$ cat src/verilog/lc_pkg.sv
// Shared constants, types and register map of the light curtain control
package lc_pkg;
  // ==========================================================
  // Timebase
  localparam int CLK_HZ   = 100_000_000;
  localparam int TICK_CYC = CLK_HZ / 1000;
  // ==========================================================
  // Times in milliseconds
  localparam logic [15:0] PRESS_MIN_MS = 16'h0096;
  localparam logic [15:0] PRESS_MAX_MS = 16'h0FA0;
  localparam logic [15:0] GATE_WAIT_MS = 16'h0FA0;
  localparam logic [15:0] SYNC_LOSS_MS = 16'hEA60;
  localparam logic [15:0] FLASH_MS     = 16'h00FA;
  // ==========================================================
  // Beams and blanking
  localparam int          NBEAMS    = 32;
  localparam int          SYNC_LO   = 0;
  localparam int          SYNC_HI   = NBEAMS - 1;
  localparam logic [5:0]  MAX_AREAS = 6'h0A;
  // ==========================================================
  // Register map
  localparam logic [7:0]  ADDR_CTRL   = 8'h00;
  localparam logic [7:0]  ADDR_BLANK  = 8'h04;
  localparam logic [7:0]  ADDR_STATUS = 8'h08;
  localparam int          CTRL_BLANK_EN = 0;
  localparam logic [31:0] CTRL_RESET  = 32'h0000_0000;
  localparam logic [31:0] BLANK_RESET = 32'h0000_0000;
  localparam logic [1:0]  RESP_OKAY   = 2'h0;
  localparam logic [1:0]  RESP_SLVERR = 2'h2;
  // ==========================================================
  // Types
  typedef enum logic [1:0] {
    ST_BOOT  = 2'h0,
    ST_LOCK  = 2'h1,
    ST_ON    = 2'h2,
    ST_STRAP = 2'h3
  } state_t;

  typedef struct packed {
    logic [22:0] rsvd;
    logic        gate_fault;
    logic        sync_lost;
    logic        cfg_err;
    logic        chan_mismatch;
    logic        tx_chan;
    logic        rx_chan;
    logic        safety_switch_outputs;
    state_t      state;
  } status_t;
endpackage

$ cat src/verilog/lc_control.sv
// Receiver function control: interlock, channel, range, signal, blanking
// Function
// - Once the field was entered and cleared, outputs stay OFF.
// - After power returns the outputs start OFF with no auto start.
// - A reset press released after 0.15 s to 4 s switches ON.
// - The restart interlock is always active, with no setting.
// - Factory default is the first transmission channel.
// - A strap at power-up toggles to channel two; remove and repower.
// - Each strap procedure alternates the stored channel.
// - The transmitter channel follows its supply polarity.
// - Range pin unwired gives reduced power, wired gives full power.
// - Signal output is steady high while gating runs without errors.
// - Signal output flashes on faulty gating, e.g. no entry in 4 s.
// - With blanking on, missing blanked objects force outputs OFF.
// - Up to 10 fixed blanked areas of adjacent beams are allowed.
// - At least one synchronisation beam must stay unblanked.
// - Sync beams lost for over 60 s switch the outputs OFF.
module lc_control #(
  parameter int TICK_CYC = lc_pkg::TICK_CYC
) (
  // Clock and reset
  input  wire logic        CLK,
  input  wire logic        NRST,
  // Field and operator pins
  input  wire logic [31:0] BEAM_INT,
  input  wire logic        RESET_BTN,
  input  wire logic        CHAN_STRAP,
  input  wire logic        RANGE_WIRED,
  input  wire logic        TX_POL_REV,
  input  wire logic        GATE_REQ,
  input  wire logic        GATE_ACTIVE,
  // Stored channel selection
  input  wire logic        NV_CHAN,
  output logic             NV_WR,
  output logic             NV_DATA,
  // Outputs
  output logic             SAFETY_SWITCH_OUTPUTS,
  output logic             SIGNAL_OUT,
  output logic             TX_FULL_POWER,
  output logic             SECOND_TX_CHANNEL,
  // AXI4-Lite
  input  wire logic [7:0]  AWADDR,
  input  wire logic        AWVALID,
  output logic             AWREADY,
  input  wire logic [31:0] WDATA,
  input  wire logic [3:0]  WSTRB,
  input  wire logic        WVALID,
  output logic             WREADY,
  output logic [1:0]       BRESP,
  output logic             BVALID,
  input  wire logic        BREADY,
  input  wire logic [7:0]  ARADDR,
  input  wire logic        ARVALID,
  output logic             ARREADY,
  output logic [31:0]      RDATA,
  output logic [1:0]       RRESP,
  output logic             RVALID,
  input  wire logic        RREADY
);
  // ==========================================================
  // Reset release and pin synchronisers
  logic [1:0]  rst_sync_q;
  logic        rst_n;
  logic [38:0] pin_s1_q;
  logic [38:0] pin_s2_q;
  logic [31:0] beam;
  logic        btn;
  logic        strap;
  logic        range_w;
  logic        tx_pol;
  logic        g_req;
  logic        g_act;
  logic        nv_chan;

  always_ff @(posedge CLK or negedge NRST) begin
    if (!NRST) rst_sync_q <= 2'h0;
    else rst_sync_q <= {rst_sync_q[0], 1'b1};
  end
  assign rst_n = rst_sync_q[1];

  always_ff @(posedge CLK or negedge rst_n) begin
    if (!rst_n) begin
      pin_s1_q <= 39'h0_0000_0000;
      pin_s2_q <= 39'h0_0000_0000;
    end else begin
      pin_s1_q <= {nv_in(NV_CHAN), GATE_ACTIVE, GATE_REQ, TX_POL_REV,
                   RANGE_WIRED, CHAN_STRAP, RESET_BTN, BEAM_INT};
      pin_s2_q <= pin_s1_q;
    end
  end
  assign {nv_chan, g_act, g_req, tx_pol, range_w, strap, btn, beam}
    = pin_s2_q;

  function automatic logic nv_in(input logic v);
    return v;
  endfunction

  // ==========================================================
  // Millisecond tick
  logic [16:0] div_q;
  logic        tick;
  always_ff @(posedge CLK or negedge rst_n) begin
    if (!rst_n) div_q <= 17'h0_0000;
    else if (tick) div_q <= 17'h0_0000;
    else div_q <= div_q + 17'h0_0001;
  end
  assign tick = (div_q == 17'(TICK_CYC - 1));

  // ==========================================================
  // Registers
  logic [31:0] ctrl_q;
  logic [31:0] blank_q;
  logic        blank_en;
  assign blank_en = ctrl_q[lc_pkg::CTRL_BLANK_EN];

  // Number of separate runs of blanked beams
  function automatic logic [5:0] area_count(input logic [31:0] m);
    logic [5:0] n;
    n = 6'h00;
    for (int i = 0; i < lc_pkg::NBEAMS; i++) begin
      if (m[i] && (i == 0 || !m[i-1])) n = n + 6'h01;
    end
    return n;
  endfunction

  logic cfg_err;
  logic field_viol;
  logic obj_missing;
  assign cfg_err = blank_en &&
    ((area_count(blank_q) > lc_pkg::MAX_AREAS) ||
     (blank_q[lc_pkg::SYNC_LO] && blank_q[lc_pkg::SYNC_HI]));
  assign field_viol  = |(beam & ~(blank_en ? blank_q : 32'h0000_0000));
  assign obj_missing = blank_en && |(blank_q & ~beam);

  // ==========================================================
  // Reset button press timing
  logic [15:0] press_q;
  logic        btn_q;
  logic        press_ok;
  always_ff @(posedge CLK or negedge rst_n) begin
    if (!rst_n) btn_q <= 1'b0;
    else btn_q <= btn;
  end
  always_ff @(posedge CLK or negedge rst_n) begin
    if (!rst_n) press_q <= 16'h0000;
    else if (!btn) press_q <= 16'h0000;
    else if (tick && press_q <= lc_pkg::PRESS_MAX_MS)
      press_q <= press_q + 16'h0001;
  end
  // Release edge with duration in window; others ignored
  assign press_ok = btn_q && !btn &&
                    press_q >= lc_pkg::PRESS_MIN_MS &&
                    press_q <= lc_pkg::PRESS_MAX_MS;

  // ==========================================================
  // Synchronisation beam loss
  logic [15:0] sync_q;
  logic        sync_lost;
  always_ff @(posedge CLK or negedge rst_n) begin
    if (!rst_n) sync_q <= 16'h0000;
    else if (!(beam[lc_pkg::SYNC_LO] && beam[lc_pkg::SYNC_HI]))
      sync_q <= 16'h0000;
    else if (tick && !sync_lost) sync_q <= sync_q + 16'h0001;
  end
  assign sync_lost = (sync_q > lc_pkg::SYNC_LOSS_MS);

  // ==========================================================
  // Interlock state machine
  lc_pkg::state_t state_q;
  lc_pkg::state_t state_d;
  logic [1:0]     boot_q;
  logic           chan_q;
  logic           nv_wr_q;

  always_ff @(posedge CLK or negedge rst_n) begin
    if (!rst_n) boot_q <= 2'h0;
    else if (boot_q != 2'h3) boot_q <= boot_q + 2'h1;
  end

  always_comb begin
    state_d = state_q;
    case (state_q)
      // Strap is read only once the synchronisers hold settled pins
      lc_pkg::ST_BOOT: begin
        if (boot_q == 2'h3)
          state_d = strap ? lc_pkg::ST_STRAP : lc_pkg::ST_LOCK;
      end
      lc_pkg::ST_LOCK: begin
        if (press_ok && !field_viol && !obj_missing && !cfg_err &&
            !sync_lost)
          state_d = lc_pkg::ST_ON;
      end
      lc_pkg::ST_ON: begin
        // Always falls back to interlock, never to auto release
        if (field_viol || obj_missing || cfg_err || sync_lost)
          state_d = lc_pkg::ST_LOCK;
      end
      lc_pkg::ST_STRAP: state_d = lc_pkg::ST_STRAP;
      default: state_d = lc_pkg::ST_LOCK;
    endcase
  end

  always_ff @(posedge CLK or negedge rst_n) begin
    if (!rst_n) state_q <= lc_pkg::ST_BOOT;
    else state_q <= state_d;
  end

  always_ff @(posedge CLK or negedge rst_n) begin
    if (!rst_n) begin
      chan_q  <= 1'b0;
      nv_wr_q <= 1'b0;
    end else begin
      nv_wr_q <= 1'b0;
      if (state_q == lc_pkg::ST_BOOT && boot_q == 2'h3) begin
        chan_q  <= strap ? !nv_chan : nv_chan;
        nv_wr_q <= strap;
      end
    end
  end

  // ==========================================================
  // Gating signal output
  logic [15:0] gwait_q;
  logic        gate_fault;
  logic [15:0] flash_q;
  logic        flash_lvl_q;
  always_ff @(posedge CLK or negedge rst_n) begin
    if (!rst_n) gwait_q <= 16'h0000;
    else if (!g_req || field_viol) gwait_q <= 16'h0000;
    else if (tick && !gate_fault) gwait_q <= gwait_q + 16'h0001;
  end
  assign gate_fault = (gwait_q >= lc_pkg::GATE_WAIT_MS);
  always_ff @(posedge CLK or negedge rst_n) begin
    if (!rst_n) begin
      flash_q     <= 16'h0000;
      flash_lvl_q <= 1'b0;
    end else if (tick) begin
      if (flash_q == lc_pkg::FLASH_MS - 16'h0001) begin
        flash_q     <= 16'h0000;
        flash_lvl_q <= !flash_lvl_q;
      end else begin
        flash_q <= flash_q + 16'h0001;
      end
    end
  end
  always_ff @(posedge CLK or negedge rst_n) begin
    if (!rst_n) SIGNAL_OUT <= 1'b0;
    else if (gate_fault) SIGNAL_OUT <= flash_lvl_q;
    else SIGNAL_OUT <= g_act;
  end

  // ==========================================================
  // Pin outputs
  // Transmitter settings carry no safety monitoring
  assign SAFETY_SWITCH_OUTPUTS = (state_q == lc_pkg::ST_ON);
  assign TX_FULL_POWER     = range_w;
  assign SECOND_TX_CHANNEL = chan_q;
  assign NV_WR             = nv_wr_q;
  assign NV_DATA           = chan_q;

  lc_pkg::status_t status;
  always_comb begin
    status               = '0;
    status.gate_fault    = gate_fault;
    status.sync_lost     = sync_lost;
    status.cfg_err       = cfg_err;
    status.tx_chan       = tx_pol;
    status.chan_mismatch = tx_pol != chan_q;
    status.rx_chan       = chan_q;
    status.safety_switch_outputs          = SAFETY_SWITCH_OUTPUTS;
    status.state         = state_q;
  end

  // ==========================================================
  // AXI4-Lite slave
  logic       aw_q;
  logic       w_q;
  logic [7:0] awaddr_q;
  logic [31:0] wdata_q;
  logic [3:0] wstrb_q;

  function automatic logic [31:0] merge(input logic [31:0] o,
      input logic [31:0] n, input logic [3:0] s);
    for (int b = 0; b < 4; b++) if (s[b]) o[b*8 +: 8] = n[b*8 +: 8];
    return o;
  endfunction

  assign AWREADY = !aw_q && !BVALID;
  assign WREADY  = !w_q && !BVALID;
  assign ARREADY = !RVALID;

  always_ff @(posedge CLK or negedge rst_n) begin
    if (!rst_n) begin
      aw_q <= 1'b0;
      w_q  <= 1'b0;
      awaddr_q <= 8'h00;
      wdata_q  <= 32'h0000_0000;
      wstrb_q  <= 4'h0;
    end else if (aw_q && w_q) begin
      aw_q <= 1'b0;
      w_q  <= 1'b0;
    end else begin
      if (AWVALID && AWREADY) begin
        aw_q <= 1'b1;
        awaddr_q <= AWADDR;
      end
      if (WVALID && WREADY) begin
        w_q <= 1'b1;
        wdata_q <= WDATA;
        wstrb_q <= WSTRB;
      end
    end
  end

  always_ff @(posedge CLK or negedge rst_n) begin
    if (!rst_n) begin
      ctrl_q  <= lc_pkg::CTRL_RESET;
      blank_q <= lc_pkg::BLANK_RESET;
      BVALID  <= 1'b0;
      BRESP   <= lc_pkg::RESP_OKAY;
    end else if (aw_q && w_q) begin
      BVALID <= 1'b1;
      BRESP  <= lc_pkg::RESP_OKAY;
      case (awaddr_q)
        lc_pkg::ADDR_CTRL:
          ctrl_q <= merge(ctrl_q, wdata_q, wstrb_q) & 32'h0000_0001;
        lc_pkg::ADDR_BLANK: blank_q <= merge(blank_q, wdata_q, wstrb_q);
        lc_pkg::ADDR_STATUS: BRESP <= lc_pkg::RESP_OKAY;
        default: BRESP <= lc_pkg::RESP_SLVERR;
      endcase
    end else if (BREADY) begin
      BVALID <= 1'b0;
    end
  end

  always_ff @(posedge CLK or negedge rst_n) begin
    if (!rst_n) begin
      RVALID <= 1'b0;
      RDATA  <= 32'h0000_0000;
      RRESP  <= lc_pkg::RESP_OKAY;
    end else if (ARVALID && ARREADY) begin
      RVALID <= 1'b1;
      RRESP  <= lc_pkg::RESP_OKAY;
      case (ARADDR)
        lc_pkg::ADDR_CTRL:   RDATA <= ctrl_q;
        lc_pkg::ADDR_BLANK:  RDATA <= blank_q;
        lc_pkg::ADDR_STATUS: RDATA <= status;
        default: begin
          RDATA <= 32'h0000_0000;
          RRESP <= lc_pkg::RESP_SLVERR;
        end
      endcase
    end else if (RREADY) begin
      RVALID <= 1'b0;
    end
  end

  // ==========================================================
  // Assertions
  property p_field_drop;
    @(posedge CLK) disable iff (!rst_n)
    (state_q == lc_pkg::ST_ON && field_viol) |=> !SAFETY_SWITCH_OUTPUTS;
  endproperty
  a_field_drop: assert property (p_field_drop)
    else $error("outputs stayed on after field entry");

  property p_no_auto;
    @(posedge CLK) disable iff (!rst_n)
    $rose(SAFETY_SWITCH_OUTPUTS) |-> $past(press_ok);
  endproperty
  a_no_auto: assert property (p_no_auto)
    else $error("outputs released without a valid press");

  property p_boot_off;
    @(posedge CLK) disable iff (!rst_n)
    (state_q == lc_pkg::ST_BOOT) |-> !SAFETY_SWITCH_OUTPUTS;
  endproperty
  a_boot_off: assert property (p_boot_off)
    else $error("outputs on during start-up");

  property p_press_on;
    @(posedge CLK) disable iff (!rst_n)
    (state_q == lc_pkg::ST_LOCK && press_ok && !field_viol &&
     !obj_missing && !cfg_err && !sync_lost) |=> SAFETY_SWITCH_OUTPUTS;
  endproperty
  a_press_on: assert property (p_press_on)
    else $error("valid press did not switch on");

  property p_short_press;
    @(posedge CLK) disable iff (!rst_n)
    (btn_q && !btn && press_q < lc_pkg::PRESS_MIN_MS &&
     state_q == lc_pkg::ST_LOCK) |=> !SAFETY_SWITCH_OUTPUTS;
  endproperty
  a_short_press: assert property (p_short_press)
    else $error("short press released the interlock");

  property p_strap_chan;
    @(posedge CLK) disable iff (!rst_n)
    (state_q == lc_pkg::ST_BOOT && boot_q == 2'h3)
      |=> (SECOND_TX_CHANNEL == ($past(strap) ^ $past(nv_chan))) &&
          (NV_WR == $past(strap));
  endproperty
  a_strap_chan: assert property (p_strap_chan)
    else $error("channel not alternated by strap");

  property p_strap_hold;
    @(posedge CLK) disable iff (!rst_n)
    (state_q == lc_pkg::ST_STRAP) |=> (state_q == lc_pkg::ST_STRAP) &&
                                      !SAFETY_SWITCH_OUTPUTS;
  endproperty
  a_strap_hold: assert property (p_strap_hold)
    else $error("left strap state without power cycle");

  property p_range;
    @(posedge CLK) disable iff (!rst_n)
    // Pin passes both synchroniser stages before it reaches the output
    $past(rst_n, 2) |-> TX_FULL_POWER == $past(RANGE_WIRED, 2);
  endproperty
  a_range: assert property (p_range)
    else $error("transmit power does not follow range pin");

  property p_signal;
    @(posedge CLK) disable iff (!rst_n)
    (!gate_fault && g_act) |=> SIGNAL_OUT;
  endproperty
  a_signal: assert property (p_signal)
    else $error("signal low during good gating");

  property p_flash;
    @(posedge CLK) disable iff (!rst_n)
    (gate_fault && $changed(flash_lvl_q)) |=> SIGNAL_OUT == $past(flash_lvl_q);
  endproperty
  a_flash: assert property (p_flash)
    else $error("signal not flashing on gating fault");

  property p_blank_obj;
    @(posedge CLK) disable iff (!rst_n)
    (obj_missing || cfg_err) |=> !SAFETY_SWITCH_OUTPUTS;
  endproperty
  a_blank_obj: assert property (p_blank_obj)
    else $error("outputs on with blanked object missing");

  property p_sync;
    @(posedge CLK) disable iff (!rst_n)
    sync_lost |=> !SAFETY_SWITCH_OUTPUTS;
  endproperty
  a_sync: assert property (p_sync)
    else $error("outputs on after sync loss");

  c_on:    cover property (@(posedge CLK) disable iff (!rst_n)
    $rose(SAFETY_SWITCH_OUTPUTS));
  c_strap: cover property (@(posedge CLK) disable iff (!rst_n)
    state_q == lc_pkg::ST_STRAP);
  c_fault: cover property (@(posedge CLK) disable iff (!rst_n)
    $rose(gate_fault));
endmodule

$ cat config.mk
export PLATFORM = sky130hd
export DESIGN_NAME = lc_control
export DESIGN_NICKNAME = d
export VERILOG_FILES = /design/src/verilog/lc_pkg.sv /design/src/verilog/lc_control.sv
export SDC_FILE = /design/constraint.sdc
export NUM_CORES = 1
export LEC_CHECK = 0
export BUFFER_PORTS_ARGS = -buffer_cell sky130_fd_sc_hd__buf_2
export CAP_MARGIN = 5
export CORE_ASPECT_RATIO = 0.9
export CORE_MARGIN = 3
export CORE_UTILIZATION = 52
export CTS_BUF_LIST = sky130_fd_sc_hd__clkbuf_4 sky130_fd_sc_hd__clkbuf_8
export CTS_CLUSTER_DIAMETER = 120
export DETAILED_ROUTE_END_ITERATION = 8
export PLACE_DENSITY_LB_ADDON = 0.2
export SETUP_SLACK_MARGIN = 0.05
export SYNTH_ARGS = -nofsm -noshare
export SYNTH_HDL_FRONTEND = slang
export SYNTH_SLANG_ARGS = --single-unit
$ cat constraint.sdc
create_clock -name CLK -period 22.8 [get_ports CLK]
set_input_delay 2.28 -clock CLK [delete_from_list [all_inputs] [get_ports CLK]]
set_output_delay 2.28 -clock CLK [all_outputs]
set_load 0.005 [all_outputs]
# Word-level counts from Yosys, hierarchy flattened
# Cells that the tools add are included.
# op_classes
n_addsub,37
order_cmp,5
n_eq_ne,17
mux,60
n_bitwise,5
reduce_logical,122
# ops
op,n
$add A6 B1 Y6 const B,31
$mux W6,31
$mux W16,7
$pmux W32 S3,1
$add A16 B1 Y16 const B,4
$and A32 B32 Y32,2
$not A32 Y32,2
$reduce_or A32 Y1,2
$logic_and A1 B1 Y1,52
$logic_not A1 Y1,44
$mux W32,1
$reduce_and A3 Y1,6
$add A17 B1 Y17 const B,1
$eq A17 B17 Y1 const B,1
$mux W17,1
$eq A16 B8 Y1 const B,1
$eq A8 B3 Y1 const B,2
$eq A8 B4 Y1 const B,2
$ge A16 B12 Y1 const B,1
$ge A16 B8 Y1 const B,1
$gt A16 B16 Y1 const B,1
$le A16 B12 Y1 const B,1
$logic_not A8 Y1,2
$mux W1,12
15 further kinds,37
# totals
register_bits,287
inputBits,98
out_inout_bits,47
word_cells,276

# Longest topological paths before layout
# logic_depth
ltp_word,71
mapped_depth,88
depth_no_buf,87

# Worst setup path after synthesis
# No wires, ideal clock.
# synth_path
path_kind,register to register
startpoint,register blank_q[2]
endpoint,register state_q[0]
setup_time_ns,0.124
t_arrival_ns,15.216
required_time_ns,22.676
setup_slack_ns,7.460
stages_incl_launch_ff,86
n_path_buf,1
synth_period_minus_slack_ns,15.340
cell_sequence,dfrtp_1 > buf_2 > nor2_1 > o21ai_0 > ha_1 > a21oi_1 > xnor2_1 > mux2i_1 > inv_1 > ha_1 > nor3b_1 > a211o_1 > a211oi_2 > a21oi_1 > xnor2_1 > nor2_1 > a21oi_1 > ha_1 > [50 not listed] > ha_1 > a22o_1 > a31o_2 > nor2_1 > a21oi_1 > ha_1 > inv_1 > a211oi_1 > ha_1 > a22o_1 > xor2_1 > and2_1 > and3_1 > and3b_1 > mux2i_1 > o41ai_2 > o211ai_1 > o31a_1
# synth_via
elab_chain_cells,68
elab_cells_between_ends,85
classes_between,add/sub: 29; order compare: 1; eq/ne: 2; mux: 31; bitwise: 3; reduce/logical: 19
# synth_rtl
item,line,rtl
from (decl),lc_control.sv:112,logic [31:0] blank_q;
from (signal assigned),lc_control.sv:318,blank_q <= lc_pkg::BLANK_RESET;
from (signal assigned),lc_control.sv:327,"lc_pkg::ADDR_BLANK: blank_q <= merge(blank_q, wdata_q, wstrb_q);"
$logic_and A1 B1 Y1,lc_control.sv:121,if (m[i] && (i == 0 || !m[i-1])) n = n + 6'h01;
$mux W6,lc_control.sv:121,
$add A6 B1 Y6,lc_control.sv:121,
$mux W6,lc_control.sv:121,
$add A6 B1 Y6,lc_control.sv:121,
$mux W6,lc_control.sv:121,
$add A6 B1 Y6,lc_control.sv:121,
$mux W6,lc_control.sv:121,
[51 not listed],-,
$mux W6,lc_control.sv:121,
$gt A6 B4 Y1,lc_control.sv:130,((area_count(blank_q) > lc_pkg::MAX_AREAS) ||
$logic_or A1 B1 Y1,lc_control.sv:130,
$logic_and A1 B1 Y1,lc_control.sv:129,assign cfg_err = blank_en &&
$logic_not A1 Y1,lc_control.sv:189,if (press_ok && !field_viol && !obj_missing && !cfg_err &&
$logic_and A1 B1 Y1 (2 in a row),lc_control.sv:189,
$ne A2 B2 Y1 (no line),-,
$reduce_and A3 Y1 (no line) (*),-,
to (signal assigned),lc_control.sv:204,if (!rst_n) state_q <= lc_pkg::ST_BOOT;
to (signal assigned),lc_control.sv:205,else state_q <= state_d;
to (decl),lc_control.sv:169,lc_pkg::state_t state_q;
# Every way passes the cells marked *; elsewhere a longest branch is shown, timed or not.
# A chain may end at the register's enable or synchronous reset.

# Worst setup path after layout
# layout_path
startpoint,register blank_q[0]
endpoint,register state_q[0]
# layout_via
elab_chain_cells,71
elab_cells_between_ends,89
classes_between,add/sub: 31; order compare: 1; eq/ne: 2; mux: 33; bitwise: 3; reduce/logical: 19
# layout_rtl
item,line
$mux W1 / $logic_not A1 Y1 (equally long branches),lc_control.sv:121
$add A6 B1 Y6 / $logic_and A1 B1 Y1 (equally long branches),lc_control.sv:121
$mux W6,lc_control.sv:121
$add A6 B1 Y6,lc_control.sv:121
$mux W6,lc_control.sv:121
$add A6 B1 Y6,lc_control.sv:121
$mux W6,lc_control.sv:121
$add A6 B1 Y6,lc_control.sv:121
[54 not listed],-
$mux W6,lc_control.sv:121
$gt A6 B4 Y1,lc_control.sv:130
$logic_or A1 B1 Y1,lc_control.sv:130
$logic_and A1 B1 Y1,lc_control.sv:129
$logic_not A1 Y1,lc_control.sv:189
$logic_and A1 B1 Y1 (2 in a row),lc_control.sv:189
$ne A2 B2 Y1 (no line),-
$reduce_and A3 Y1 (no line) (*),-
# Marks and branches as above.

==> impl_metrics.json <==
{
  "status": "finished, final reports clean",
  "synth_area_mm2": 0.0151,
  "core_mm2": 0.0282,
  "yosys_warnings": 0,
  "slew_headroom_pct": 33.3,
  "cts_tree": "yes",
  "crit_arrival_ps": 18090,
  "leakagePower_nw": 7.98,
  "p_per_area_mw_per_mm2": 98.2,
  "final_util_pct": 60.7,
  "combPwrFrac_pct": 33.1,
  "crit_path_end_kind": "register",
  "critical_path_required_ps": 23280,
  "final_nets": 1713,
  "pwr-share-seq_pct": 36.4,
  "top_layer_used": "met4",
  "p_int_mw": 1.11,
  "synthCells": 1428,
  "grt_max_degree": 79,
  "setup_tns_ps": 0,
  "layout_commonest_cell": "dfrtp_1",
  "cts.sink_count": 285,
  "setup_viol": 0,
  "path_delay_family": "compound AO/OA/AOI/OAI gates",
  "grt_pass1_vias": 11232,
  "die_h_um": 167,
  "fp.dieArea_mm2": 0.0310,
  "area_delta_synth_final_pct": 13.9,
  "clock_latency_ps": 590,
  "cts_inserted_buffers": 47,
  "syn_area_per_cell_um2": 10.5,
  "crit_top_cell": "ha_1",
  "cts_setup_buffers": 0,
  "p_sw_share_pct": 34.4,
  "wl_met3_um": 1750,
  "fmax_mhz": 56.8,
  "synthArstFlopShare_pct": 100,
  "synth_edf_count": 0,
  "finalClockSkew_ps": 29.4,
  "diodes": 0,
  "synth_flop_cell": "dfrtp_1",
  "most-common-layout-cells": "284 x dfrtp_1, 142 x buf_2, 123 x nor2_1",
  "power.net_switching_mw": 0.579,
  "final_max_slew_viol_count": 0,
  "final_layout_size_suffix_gt1_share_pct": 22.3,
  "grt_antenna_before_repair": 1,
  "grtUsageTotal_pct": 23.1,
  "period_needed_ps": 17600,
  "post-route-period-util_pct": 77.2,
  "gp_congestion": 0.923,
  "drc": 0,
  "drt-met1-wl_um": 16500,
  "portBuffers": 142,
  "dp_hpwl_um": 26000,
  "cts_root_buf": "clkbuf_8",
  "p_clk_share_pct": 30.5,
  "slowest_delay_ps": 650,
  "cts-htree-levels": 2,
  "hold_class": "register to register",
  "drt.antenna.violating_nets": 0,
  "crit_buf_inv": 2,
  "drv_cap": 0,
  "drtPass1Iterations": 5,
  "avgRoutedWirePerCell_um": 17.9,
  "synth-seq-area-share_pct": 47.4,
  "routed_via_density": 5.67,
  "hold_ws_ps": 342,
  "tightest_slew_ps": 1000,
  "grt_pass1_wl_um": 58400,
  "grt-ovfl-total": 0,
  "layoutNonFillerInstCount": 1971,
  "drt-initial-drc-count": 770,
  "start_util_pct": 53.4,
  "rsz0062_at_grt": "false",
  "fillCellCount": 2392,
  "worstPathMaxFanout": 16,
  "vdd_drop_max_mv": 0.0730,
  "ys_ff_latch": 285,
  "io_pins": 145,
  "hold_buffers": 0,
  "cp-start-kind": "register",
  "synth.distinct_cells": 93,
  "die_w_um": 185,
  "std_cell_rows": 58,
  "ctsResizeCount": 0,
  "clk_pin_slew_ps": 60,
  "dr_wl_met2_um": 16300,
  "clockBufferDepth": 3,
  "vias": 11169,
  "finalHoldViolations": 0,
  "placed_cells": 1887,
  "wl_um": 35300,
  "slowest_stage": "o41ai_2",
  "path_class": "register to register"
}
per-layer routing:
| layer | vias up | GRT usage, % |
|---|---|---|
| li1 | 5371 | - |
| met1 | 5468 | 33.5 |
| met2 | 264 | 36.0 |
| met3 | 66 | 4.02 |
| met4 | 0 | 6.49 |
| met5 | - | 0 |
power by group through the flow:
stage	registers, mW	clock network, mW	logic, mW
CTS	0.614	0.529	0.554
global route	0.623	0.553	0.621
global placement	0.621	0	0.530
floorplan	0.603	0	0.444
finish	0.614	0.514	0.557
detailed placement	0.622	0	0.552
synth_stat cells (all sizes together), types with 30 or more instances:
master | n | area share, %
dfrtp | 285 | 47
nor2 | 123 | 3.1
nand2 | 113 | 2.8
xnor2 | 90 | 5.8
mux2 | 83 | 6.2
xor2 | 66 | 4.1
inv | 63 | 1.6
o21ai | 47 | 1.6
a21oi | 44 | 1.5
ha | 39 | 3.2
nand3 | 36 | 1.2
a22o | 33 | 2.0
clkbuf | 31 | 0.77
nor2b | 30 | 1.3
cells by family after synthesis:
group / Yosys count / synth area share [%]
other: 2 / 0.0499
AOI/OAI and AO/OA: 263 / 12.8
DFF: 285 / 47.4
adders and majority gates: 40 / 3.31
and+or+nand+nor: 468 / 15.6
buffers and inverters: 112 / 3.07
xor gates and xnor gates: 160 / 10.6
muxes: 98 / 7.23
final cells by class:
class / count / area, um^2 / share of cell area [%]
inverter: 63 / 236 / 1.38
timing repair buffer: 147 / 748 / 4.36
clock buffer: 71 / 921 / 5.37
clock inverter: 13 / 183 / 1.07
tap: 360 / 450 / 2.63
sequential: 285 / 7140 / 41.6
multi-input combinational: 1032 / 7470 / 43.6
registers in the layout (all words and copies together) (netlist names), 4 cells and up:
| register | count |
|---|---|
| wdata_q | 32 |
| gwait_q | 16 |
| flash_q | 16 |
| blank_q | 32 |
| pin_s2_q | 39 |
| sync_q | 16 |
| pin_s1_q | 39 |
| wstrb_q | 4 |
| RDATA | 32 |
| press_q | 16 |
| awaddr_q | 8 |
| div_q | 17 |
final timing paths:
check / cells after the start / endpoint / slack, ps / startpoint
min in group asynchronous: 0 / wdata_q[30] / 410 / rst_sync_q[1]
hold reg to reg: 0 / pin_s2_q[1] / 340 / pin_s1_q[1]
setup / recovery: 85 / state_q[0] / 5200 / blank_q[0]
hold / removal: 0 / pin_s2_q[1] / 340 / pin_s1_q[1]
setup reg to reg: 85 / state_q[0] / 5200 / blank_q[0]
max in group asynchronous: 2 / blank_q[9] / 20130 / rst_sync_q[1]
metrics by stage:
stage / cell area, um^2 / power (mW) / setup WS [ps]
floorplan: 15100 / 1.05 / 7460
global placement: 16000 / 1.15 / 6090
detailed placement: 16000 / 1.17 / 5410
CTS: 17100 / 1.70 / 5380
global route: 17100 / 1.80 / 3660
finish: 17100 / 1.68 / 5200
(Power assumes the default switching activity.)
